==> src/scaling_cfg.svh <==
/*
 * Constants of the analog input scaling block: object indices, subindex
 * codes, reset values of the coefficients and divider step count.
 * Assumes it is included by bare name from the design files.
 */
`ifndef SCALING_CFG_SVH
`define SCALING_CFG_SVH

// object indices (upper 16 address bits)
`define OBJ_VALUES  16'h3320
`define OBJ_OFFSETS 16'h3321
`define OBJ_MULTS   16'h3322
`define OBJ_DIVS    16'h3323

// subindex codes (lower 8 address bits)
`define SUB_COUNT   8'h00
`define SUB_CH1     8'h01
`define SUB_CH2     8'h02

// channel count, as stored and as reported
`define NUM_CH      2
`define CH_COUNT    32'h0000_0002

// coefficient reset values (identity scaling) and the zero divisor code
`define OFFSET_RST  16'h0000
`define MULT_RST    16'h0001
`define DIV_RST     16'h0001
`define DIV_ZERO    16'h0000

// one divider step per dividend bit
`define DIV_STEPS   6'h22

`endif

==> src/scaling_pkg.sv <==
/*
 * Types shared by the analog input scaling block and its divider.
 * Assumes nothing beyond a SystemVerilog compiler.
 */
package scaling_pkg;

	typedef logic [9:0]         raw_t;
	typedef logic [15:0]        coef_t;
	typedef logic [31:0]        word_t;
	typedef logic [23:0]        addr_t;
	typedef logic signed [33:0] prod_t;

	typedef enum logic {
		ST_IDLE,
		ST_WAIT
	} seq_state_t;

endpackage

==> src/scale_divider.sv <==
/*
 * Sequential signed divider: 34-bit dividend by 16-bit divisor, quotient
 * truncated toward zero, one step per cycle while ce is high.
 * Assumes the caller never starts it with a zero divisor and never
 * starts it while it is busy.
 */
`include "scaling_cfg.svh"

module scale_divider (
	// clock, reset, freeze
	input  wire logic           clk_sys,
	input  wire logic           rstn,
	input  wire logic           ce,
	// request
	input  wire logic           start,
	input  wire scaling_pkg::prod_t dividend,
	input  wire scaling_pkg::coef_t divisor,
	// answer
	output logic                done,
	output scaling_pkg::word_t  quotient
);
	import scaling_pkg::*;

	logic        busy;
	logic        neg;
	logic [5:0]  steps;
	logic [16:0] rem;
	logic [33:0] quo;
	logic [15:0] dmag;
	logic [16:0] shifted;
	logic [16:0] trial;
	logic [33:0] signed_quo;

	// restoring step on magnitudes; sign is reapplied at the end
	assign shifted = {rem[15:0], quo[33]};
	assign trial = shifted - {1'b0, dmag};
	assign signed_quo = neg ? 34'(-quo) : quo;

	always_ff @(posedge clk_sys or negedge rstn) begin
		if (!rstn) begin
			busy <= 1'b0;
			neg <= 1'b0;
			steps <= '0;
			rem <= '0;
			quo <= '0;
			dmag <= '0;
		end else if (ce) begin
			if (start) begin
				busy <= 1'b1;
				neg <= dividend[33] ^ divisor[15];
				steps <= `DIV_STEPS;
				rem <= '0;
				quo <= dividend[33] ? 34'(-dividend) : dividend;
				dmag <= divisor[15] ? 16'(-divisor) : divisor;
			end else if (busy && steps != '0) begin
				steps <= steps - 6'h01;
				rem <= trial[16] ? shifted : trial;
				quo <= {quo[32:0], ~trial[16]};
			end else begin
				busy <= 1'b0;
			end
		end
	end

	// magnitude never passes 31 bits for 10-bit samples and 16-bit factors
	always_ff @(posedge clk_sys or negedge rstn) begin
		if (!rstn) begin
			done <= 1'b0;
			quotient <= '0;
		end else if (ce) begin
			done <= busy && steps == '0 && !start;
			if (busy && steps == '0)
				quotient <= signed_quo[31:0];
		end
	end

endmodule

==> src/analog_input_scaling.sv <==
/*
 * Analog input scaling: two converter channels, each corrected by a signed
 * offset, multiplied and divided by signed factors, and presented as a
 * signed 32-bit reading behind a small register port.
 * Assumes converter samples arrive as single-cycle strobes synchronous to
 * clk_sys, and a register master that never issues read and write at once.
 */
// The strobed register port is this design's own decision.
// Summary of operation
// - each fitted channel's scaled reading is always readable as signed 32-bit value
// - subindex zero of all four objects reads back a channel count of two
// - signed offset is added to the raw sample before any scaling
// - offset-corrected sample is multiplied by the channel's signed multiplier
// - that product is divided by the channel's signed divisor, then stored; a zero divisor drops the sample unstored
// - default offset, multiplier and divisor give raw converter digits
// - one writable multiplier per channel; second one only when fitted
// - one writable divisor per fitted channel, applied only to that channel
// - second reading exists only on the two-input variant
`include "scaling_cfg.svh"

module analog_input_scaling (
	// clock, reset, freeze
	input  wire logic               clk_sys,
	input  wire logic               rstn,
	input  wire logic               ce,
	// converter samples
	input  wire logic               adc_valid,
	input  wire logic               adc_channel,
	input  wire scaling_pkg::raw_t  adc_data,
	// variant strap
	input  wire logic               second_channel_fitted,
	// register port
	input  wire scaling_pkg::addr_t reg_addr,
	input  wire scaling_pkg::word_t reg_wdata,
	input  wire logic               reg_write,
	input  wire logic               reg_read,
	output scaling_pkg::word_t      reg_rdata,
	// scaled readings
	output scaling_pkg::word_t      scaled_value_1,
	output scaling_pkg::word_t      scaled_value_2
);
	import scaling_pkg::*;

	// ******************************************************
	// storage and decode
	// ******************************************************

	coef_t      offs    [`NUM_CH];
	coef_t      mults   [`NUM_CH];
	coef_t      divs    [`NUM_CH];
	word_t      scaled  [`NUM_CH];
	raw_t       raw     [`NUM_CH];
	logic       pending [`NUM_CH];
	logic       fitted  [`NUM_CH];
	logic [15:0] obj;
	logic [7:0]  sub;
	logic        rd_ok;
	logic        rd_idx;
	word_t       next_rdata;

	seq_state_t state;
	logic        cur;
	logic        next_cur;
	logic        pick;
	logic        take;
	logic        skip;
	logic        div_start;
	logic        div_done;
	logic        finish;
	logic signed [17:0] sum;
	prod_t       dividend;
	word_t       div_q;

	assign obj = reg_addr[23:8];
	assign sub = reg_addr[7:0];
	assign fitted[0] = 1'b1;
	assign fitted[1] = second_channel_fitted;

	// ******************************************************
	// per-channel registers, samples and results
	// ******************************************************

	for (genvar c = 0; c < `NUM_CH; c++) begin : g_ch
		logic hit;
		logic own_sample;

		// the second set of factors is absent on the one-input variant
		assign hit = ce && reg_write && fitted[c] && sub == 8'(c + 1);
		assign own_sample = adc_valid && adc_channel == 1'(c) && fitted[c];

		always_ff @(posedge clk_sys or negedge rstn) begin
			if (!rstn) begin
				offs[c] <= `OFFSET_RST;
				mults[c] <= `MULT_RST;
				divs[c] <= `DIV_RST;
			end else if (hit) begin
				if (obj == `OBJ_OFFSETS)
					offs[c] <= reg_wdata[15:0];
				if (obj == `OBJ_MULTS)
					mults[c] <= reg_wdata[15:0];
				if (obj == `OBJ_DIVS)
					divs[c] <= reg_wdata[15:0];
			end
		end

		// a new sample in the cycle it is taken wins, so it is not lost
		always_ff @(posedge clk_sys or negedge rstn) begin
			if (!rstn) begin
				raw[c] <= '0;
				pending[c] <= 1'b0;
			end else if (ce) begin
				if (own_sample) begin
					raw[c] <= adc_data;
					pending[c] <= 1'b1;
				end else if (take && next_cur == 1'(c)) begin
					pending[c] <= 1'b0;
				end
			end
		end

		always_ff @(posedge clk_sys or negedge rstn) begin
			if (!rstn)
				scaled[c] <= '0;
			else if (finish && cur == 1'(c))
				scaled[c] <= div_q;
		end
	end

	assign scaled_value_1 = scaled[0];
	assign scaled_value_2 = scaled[1];

	// ******************************************************
	// scaling sequencer
	// ******************************************************

	// channel one has priority; at the converter rate both are served
	always_comb begin
		pick = 1'b1;
		next_cur = 1'b0;
		if (pending[0])
			next_cur = 1'b0;
		else if (pending[1])
			next_cur = 1'b1;
		else
			pick = 1'b0;
	end

	assign take = ce && state == ST_IDLE && pick;
	assign skip = divs[next_cur] == `DIV_ZERO;
	assign div_start = take && !skip;
	assign finish = ce && state == ST_WAIT && div_done;

	// offset goes in first, then the multiplier
	assign sum = $signed({8'h00, raw[next_cur]})
		+ $signed({{2{offs[next_cur][15]}}, offs[next_cur]});
	assign dividend = sum * $signed(mults[next_cur]);

	always_ff @(posedge clk_sys or negedge rstn) begin
		if (!rstn) begin
			state <= ST_IDLE;
			cur <= 1'b0;
		end else if (ce) begin
			case (state)
				ST_IDLE: begin
					if (div_start) begin
						state <= ST_WAIT;
						cur <= next_cur;
					end
				end
				ST_WAIT: begin
					if (div_done)
						state <= ST_IDLE;
				end
				default: begin
					state <= ST_IDLE;
				end
			endcase
		end
	end

	scale_divider u_div (
		.clk_sys  (clk_sys),
		.rstn     (rstn),
		.ce       (ce),
		.start    (div_start),
		.dividend (dividend),
		.divisor  (divs[next_cur]),
		.done     (div_done),
		.quotient (div_q)
	);

	// ******************************************************
	// register read port
	// ******************************************************

	assign rd_idx = 1'(sub - `SUB_CH1);
	assign rd_ok = sub != `SUB_COUNT && sub <= `SUB_CH2 && fitted[rd_idx];

	// narrow fields read back zero-extended; unmapped reads give zero
	always_comb begin
		next_rdata = '0;
		if (sub == `SUB_COUNT) begin
			if (obj inside {`OBJ_VALUES, `OBJ_OFFSETS, `OBJ_MULTS,
					`OBJ_DIVS})
				next_rdata = `CH_COUNT;
		end else if (rd_ok) begin
			case (obj)
				`OBJ_VALUES:  next_rdata = scaled[rd_idx];
				`OBJ_OFFSETS: next_rdata = 32'(offs[rd_idx]);
				`OBJ_MULTS:   next_rdata = 32'(mults[rd_idx]);
				`OBJ_DIVS:    next_rdata = 32'(divs[rd_idx]);
				default:      next_rdata = '0;
			endcase
		end
	end

	always_ff @(posedge clk_sys or negedge rstn) begin
		if (!rstn)
			reg_rdata <= '0;
		else if (ce && reg_read)
			reg_rdata <= next_rdata;
	end

	// ******************************************************
	// checks
	// ******************************************************

	logic signed [17:0] snap_sum;
	coef_t              snap_mult;
	coef_t              snap_div;
	raw_t               snap_raw;
	logic               snap_dflt;
	prod_t              chk_prod;
	logic signed [49:0] chk_rem;
	logic [49:0]        rem_abs;
	logic [49:0]        div_abs;
	logic               rem_ok;

	always_ff @(posedge clk_sys or negedge rstn) begin
		if (!rstn) begin
			snap_sum <= '0;
			snap_mult <= '0;
			snap_div <= '0;
			snap_raw <= '0;
			snap_dflt <= 1'b0;
		end else if (div_start) begin
			snap_sum <= sum;
			snap_mult <= mults[next_cur];
			snap_div <= divs[next_cur];
			snap_raw <= raw[next_cur];
			snap_dflt <= offs[next_cur] == `OFFSET_RST
				&& mults[next_cur] == `MULT_RST
				&& divs[next_cur] == `DIV_RST;
		end
	end

	assign chk_prod = snap_sum * $signed(snap_mult);

	always_comb begin
		chk_rem = 50'(chk_prod) - $signed(div_q) * $signed(snap_div);
		rem_abs = chk_rem[49] ? 50'(-chk_rem) : chk_rem;
		div_abs = snap_div[15] ? 50'(-$signed(snap_div))
			: 50'(snap_div);
		rem_ok = rem_abs < div_abs
			&& (chk_rem == '0 || chk_rem[49] == chk_prod[33]);
	end
endmodule

==> config.mk <==
export PLATFORM = sky130hd
export DESIGN_NAME = analog_input_scaling
export DESIGN_NICKNAME = d
export VERILOG_FILES = /design/src/scaling_pkg.sv /design/src/scale_divider.sv /design/src/analog_input_scaling.sv
export VERILOG_INCLUDE_DIRS = /design/src /design/src/src
export SDC_FILE = /design/constraint.sdc
export NUM_CORES = 1
export LEC_CHECK = 0
export ABC_AREA = 1
export BUFFER_PORTS_ARGS = -buffer_cell sky130_fd_sc_hd__buf_2
export CELL_PAD_IN_SITES_DETAIL_PLACEMENT = 1
export CELL_PAD_IN_SITES_GLOBAL_PLACEMENT = 1
export CORE_MARGIN = 3
export CORE_UTILIZATION = 39
export DETAILED_ROUTE_END_ITERATION = 10
export PLACE_DENSITY_LB_ADDON = 0.2
export SLEW_MARGIN = 20
export SYNTH_ARGS = -nofsm -noshare
export SYNTH_HDL_FRONTEND = slang
export SYNTH_SLANG_ARGS = --single-unit
export TNS_END_PERCENT = 50
==> constraint.sdc <==
create_clock -name clk_sys -period 9.48 [get_ports clk_sys]
set_input_delay 0.948 -clock clk_sys [delete_from_list [all_inputs] [get_ports clk_sys]]
set_output_delay 0.948 -clock clk_sys [all_outputs]
set_load 0.03 [all_outputs]
# After elaboration in Yosys (flattened, before gate mapping)
# Index checks and enable logic that the tools add are counted.
totals:
  elab_cells: 150
  reg_bits: 323
  input_bits: 74
classes:
  bitwise: 8
  n_addsub: 7
  magnitude_cmp: 3
  n_reduce_logical: 48
  mul: 1
  muxes: 53
  n_eq_ne: 7
op_table:
  columns: ["operator", "count"]
  rows:
  - ["$mux 16", 22]
  - ["$mux 32", 6]
  - ["$pmux 32 s4", 1]
  - ["$mux 34", 3]
  - ["$eq 16x14->1 const B", 4]
  - ["$neg 33->34", 1]
  - ["$mul 17x16->33", 1]
  - ["$neg 32->32", 1]
  - ["$mux 10", 3]
  - ["$reduce_and 2->1", 14]
  - ["$logic_and 1x1->1", 22]
  - ["$add 11x16->17", 1]
  - ["$sub 17x16->17", 1]
  - ["$logic_not 16->1", 1]
  - ["$neg 16->16", 1]
  - ["$mux 1", 14]
  - ["$mux 6", 2]
  - ["$eq 8x1->1 const B", 1]
  - ["$eq 8x2->1 const B", 1]
  - ["$le 8x2->1 const B", 1]
  - ["$logic_not 8->1", 1]
  - ["$reduce_bool 8->1", 1]
  - ["$logic_not 6->1", 1]
  - ["$reduce_bool 2->1", 3]
  - ["other kinds (13)", 20]

# Longest topological paths before layout
logic_depth:
  ltp_word: 11
  depth_mapped: 55

# Cells and area by module
# Synthesis repeated with hierarchy kept, for this count alone.
unflattened:
  cells_unflattened: 4052
  hier_area_um2: 29585.9
by_module_without_submodules:
  columns: ["mod", "instances", "cells_per_inst", "seq_area_each_um2", "area_per_inst_um2"]
  rows:
  - ["analog_input_scaling", 1, 2873, 5410.2, 21882.2]
  - ["scale_divider", 1, 1179, 2677.6, 7703.6]

# Worst setup path after synthesis
# Ideal clock, no wire load.
synth_timing:
  kind: "register to register"
  from: "register pending[0] (netlist bit)"
  to: "register u_div.quo[12]"
  period_less_slack_ns: 9.133
  stages_incl_launch_ff: 43
  slack_ns: 0.347
  arrival_ns: 9.004
  path_buffers: 7
  required_ns: 9.351
  setup_time_ns: 0.129
  cell_sequence: "dfrtp_1 -> nand2_4 -> buf_6 -> buf_6 -> buf_4 -> buf_2 -> clkbuf_1 -> clkbuf_1 -> mux2_2 -> ha_1 -> inv_1 -> fa_1 -> inv_1 -> a21o_1 -> nand2_1 -> a21oi_1 -> or2_2 -> or2_2 -> [... 7 more ...] -> fa_1 -> inv_1 -> fa_1 -> inv_1 -> ha_1 -> nand2_1 -> nor2_1 -> nand2_1 -> nor3_1 -> nand2_1 -> nand3_1 -> inv_1 -> o21ai_2 -> xnor2_1 -> buf_2 -> a21oi_1 -> o21ai_0 -> nand3_1"
synth_between:
  elab_chain_cells: 11
  word_cells_on_any_way: 27
  cone_classes: "2 x add/sub; 1 x mul; 17 x mux; 1 x bitwise; 6 x reduce/logical"
synth_lines:
  columns: ["item", "line_no", "source"]
  rows:
  - ["start, declared", "analog_input_scaling.sv:53", "logic pending [`NUM_CH];"]
  - ["start signal, assigned by index", "analog_input_scaling.sv:110", "pending[c] <= 1'b0;"]
  - ["start signal, assigned by index", "analog_input_scaling.sv:114", "pending[c] <= 1'b1;"]
  - ["start signal, assigned by index", "analog_input_scaling.sv:116", "pending[c] <= 1'b0;"]
  - ["$mux 1 *", "analog_input_scaling.sv:142", "else if (pending[1])"]
  - ["$mux 1", "analog_input_scaling.sv:140", "if (pending[0])"]
  - ["$not 1->2", null, null]
  - ["$mux 10 or $mux 16 (tied branches) (3 in a row)", null, null]
  - ["$add 11x16->17 or $logic_not 16->1 (tied branches)", null, null]
  - ["$mul 17x16->33 or $logic_not 1->1 (tied branches)", "analog_input_scaling.sv:156, analog_input_scaling.sv:150", null]
  - ["$neg 33->34 or $logic_and 1x1->1 (tied branches)", "scale_divider.sv:53, analog_input_scaling.sv:150", null]
  - ["$mux 34 or $reduce_bool 2->1 (tied branches)", null, null]
  - ["$mux 34 or $reduce_and 2->1 (tied branches)", null, null]
  - ["end signal, assigned", "scale_divider.sv:53", "quo <= dividend[33] ? 34'(-dividend) : dividend;"]
  - ["end signal, assigned", "scale_divider.sv:58", "quo <= {quo[32:0], ~trial[16]};"]
  - ["end, declared", "scale_divider.sv:28", "logic [33:0] quo;"]
# Every way passes the cells marked *; elsewhere a longest branch is shown, timed or not. The select of a mux whose other input is x is not followed.
# A chain may end at the register's enable or synchronous reset.

# Worst setup path in the final report
layout_timing:
  from: "register pending[0] (netlist bit)"
  to: "register u_div.quo[3]"
# Same word-level chain as after synthesis.

==> metrics.md <==
| Metric | Value |
|---|---|
| Outcome | completed |
| Synthesized cell area | just under 30000 sq um |
| Vias in the first global route | between 20k and 30k |
| Clock-pin slew on the worst setup and hold paths | about 0.060 ns |
| Crit. End Element | flop |
| Worst r2r dst | u_div.quo[3] |
| Layout Nets | between 4k and 5k |
| Worst hold path startpoint | reg_rdata[20] |
| Layout cells sized above 1 | a little over 10% |
| Lkg Pwr | about 17 nW |
| Ys Warns | 0 |
| Vias per cell | between 5 and 6 |
| Hold Crit Class | flop to flop |
| Fmax | 0.111 GHz |
| Worst EP arrival | roughly 9.4 ns |
| Inserted Diodes | 0 |
| Post-synth cell types | approximately 60 |
| CP Class | flop to flop |
| Largest net degree at the start of global routing | ~130 |
| Post-synth EDFFs | 0 |
| Global Route Usage Sum | roughly 25% |
| Layout Utilization | approximately 44% |
| Pre-CTS setup slack | about 0.18 ns |
| Hold Crit Depth | 2 |
| Seq cells post-synth | 323 |
| Final setup violation count | 0 |
| Chip width | 279 um |
| Seq/Total Area, Yosys | between 20% and 30% |
| # hold bufs at CTS | 0 |
| Pwr Density | roughly 100 nW/um^2 |
| Async SR Flop Fraction | 100% |
| DRC | 0 |
| Vias post-DR | about 26k |
| Initial antenna violation count | 1 |
| # clock sinks | 323 |
| Worst-Margin Slew | between 1 and 1.5 ns |
| Synthesized area per cell | between 7 and 8 sq um |
| Syn Nets | around 4.3k |
| Root Buffer | clkbuf_16 |
| Placeable Area | about 73000 sq um |
| Reg2reg start | pending[0] |
| Startpoint Class | flop |
| CTS tree | yes |
| Total CTS buffers | 36 |
| H-tree levels | 2 |
| Port Buffer Count | 153 |
| Top FF cell, synth | dfrtp_1 |
| Clock Path Buffers | 3 |
| R2r worst-path depth | 42 |
| Slew Viols, Final | 0 |
| Slew margin rel. | about 28% |
| Setup ws final | slightly below 0.5 ns |
| Drt wl/cell | between 15 and 20 um |
| CP required | around 9.9 ns |
| DP Wirelength | 74500 um |
| Reg2reg setup slack | 0.49 ns |
| Hold Path End | reg_rdata[20] |
| Mapped Cells | between 3k and 4k |
| Clk_lat worst skew | 0.55 ns |
| Max-cap violations | 0 |
| GR Overflow Total | 0 |
| Slowest stage delay, CP | about 0.58 ns |
| # IOs | 170 |
| Routability cong. | 0.872 |
| Pre-Repair DR Iteration Count | 7 |
| TNS Setup | 0 ns |
| Die Area | around 80000 sq um |
| Max stage delay cell, worst path | fa_1 |
| Clock skew | around 0.012 ns |
| Num rows | ~100 |
| Placed Cells | 4909 |
| Area growth, synth to finish | 12.2% |
| Peak supply drop | roughly 0.11 mV |
| Starting density of the core | 39.6% |
| Non-filler instance count after layout | 4972 |
| Routed wire length | roughly 94000 um |
| Worst Path Max Fanout | 17 |
| Detail Route Antenna Nets | 0 |
| Fin. Hold Viols | 0 |
| Iteration-0 DRC count of the detailed router | roughly 1.3k |
| Die Y | 279 um |
| First-pass GRT wire length | 152000 um |
| Final Cycle Share | between 90% and 100% |
| Final min period | about 9 ns |
## cell families (layout without fill, tap and decap cells)
group                      count (synthesis)  in the layout  synth area share [%]
muxes                                     49             49                  1.76
DFF                                      323            323                  27.8
buffers and inverters                    861           1032                  11.3
AOI/OAI and AO/OA                        565            565                  10.7
xor gates and xnor gates                  65             65                  2.01
and+or+nand+nor                         1586           1586                  22.4
adders and majority gates                393            393                  24.1
## placed cells by master (no fill, tap or decap), drive strengths merged, types with 51 or more instances in the layout
cell type    n
nand2      962
inv        729
o21ai      388
nor2       366
dfrtp      319
fa         278
buf        236
nand3      131
ha         115
a21oi       84
nand4       51
## report_power, final
part / leakage, nW / switching, mW / total [mW] / internal [mW]
registers: 4.27 / 0.00890 / 1.40 / 1.39
clock network: 0.583 / 0.588 / 1.44 / 0.852
logic: 11.9 / 0.304 / 0.433 / 0.129
total: 16.7 / 0.901 / 3.28 / 2.37
## sequential cells by signal, summed over array words and instances (netlist names), 20 cells and up
name / count
divs: 32
scaled_value_1: 32
raw: 20
reg_rdata: 32
u_div.quotient: 32
mults: 32
u_div.quo: 34
offs: 32
scaled_value_2: 32
## through the flow
| stage | instance area [sq um] | total power, mW | hold slack [ns] |
|---|---|---|---|
| after global placement | 31200 | 1.84 | 0.462 |
| final | 32700 | 3.28 | 0.475 |
| after CTS | 32400 | 3.30 | 0.483 |
| after detailed placement | 31200 | 1.85 | 0.468 |
| after floorplan | 29100 | 1.66 | 0.448 |
| after global routing | 32700 | 3.40 | 0.493 |
## synth_stat cells, types with 17 or more instances
master    count  area, sq um
a21oi_1      84          420
buf_2        17         85.1
clkbuf_1     94          353
dfrtp_1     319         7980
fa_1        278         5570
ha_1        115         1440
inv_1       723         2710
mux2_2       18          203
mux2i_1      31          310
nand2_1     959         3600
nand3_1     129          646
nand4_1      49          307
nor2_1      357         1340
nor3_1       27          135
o211ai_1     19          143
o21ai_0     369         1850
o32ai_1      24          210
xnor2_1      19          166
xor2_1       44          385
## final cells by class
| cell class | count | area, sq um |
|---|---|---|
| clock buffers | 43 | 947 |
| inverters | 737 | 2790 |
| flip-flops and latches | 323 | 8090 |
| multi-input cells | 2658 | 17900 |
| fillers | 9121 | 40800 |
| well taps | 959 | 1200 |
| clock inverters | 15 | 230 |
| repair buffers | 237 | 1480 |
## worst max-delay path: cells and delay by family, from the launching register on
kind,cells,cell delay (ns)
xor gates and xnor gates,1,0.24
muxes,1,0.37
buffers and inverters,12,1.36
adders and majority gates,9,4.02
DFF,1,0.45
and+or+nand+nor,15,1.83
AOI/OAI and AO/OA,4,0.53
## layer usage
| metal | track usage, % | up-vias | wire [um] |
|---|---|---|---|
| li1 | - | 12200 | - |
| met1 | 33.4 | 13000 | 43100 |
| met2 | 42.4 | 473 | 45300 |
| met3 | 2.37 | 120 | 3460 |
| met4 | 6.06 | 0 | 2380 |
| met5 | 0 | - | 0 |
## worst max path at each step
stage	startpoint	end	slack [ns]	depth (start not counted)
floorplan	pending[0]	u_div.quo[12]	0.35	42
global placement	pending[0]	u_div.quo[31]	0.38	41
detailed placement	pending[0]	u_div.quo[31]	0.18	41
CTS	pending[0]	u_div.quo[31]	0.14	41
global route	pending[1]	u_div.quo[28]	-0.02	46
finish	pending[0]	u_div.quo[3]	0.49	42
## repair_timing
action | CTS | global route
resized for setup | 0 | 52
endpoints found under the setup margin | 0 | 33
setup buffers | 0 | 4
Power figures use the tool's default switching activity.
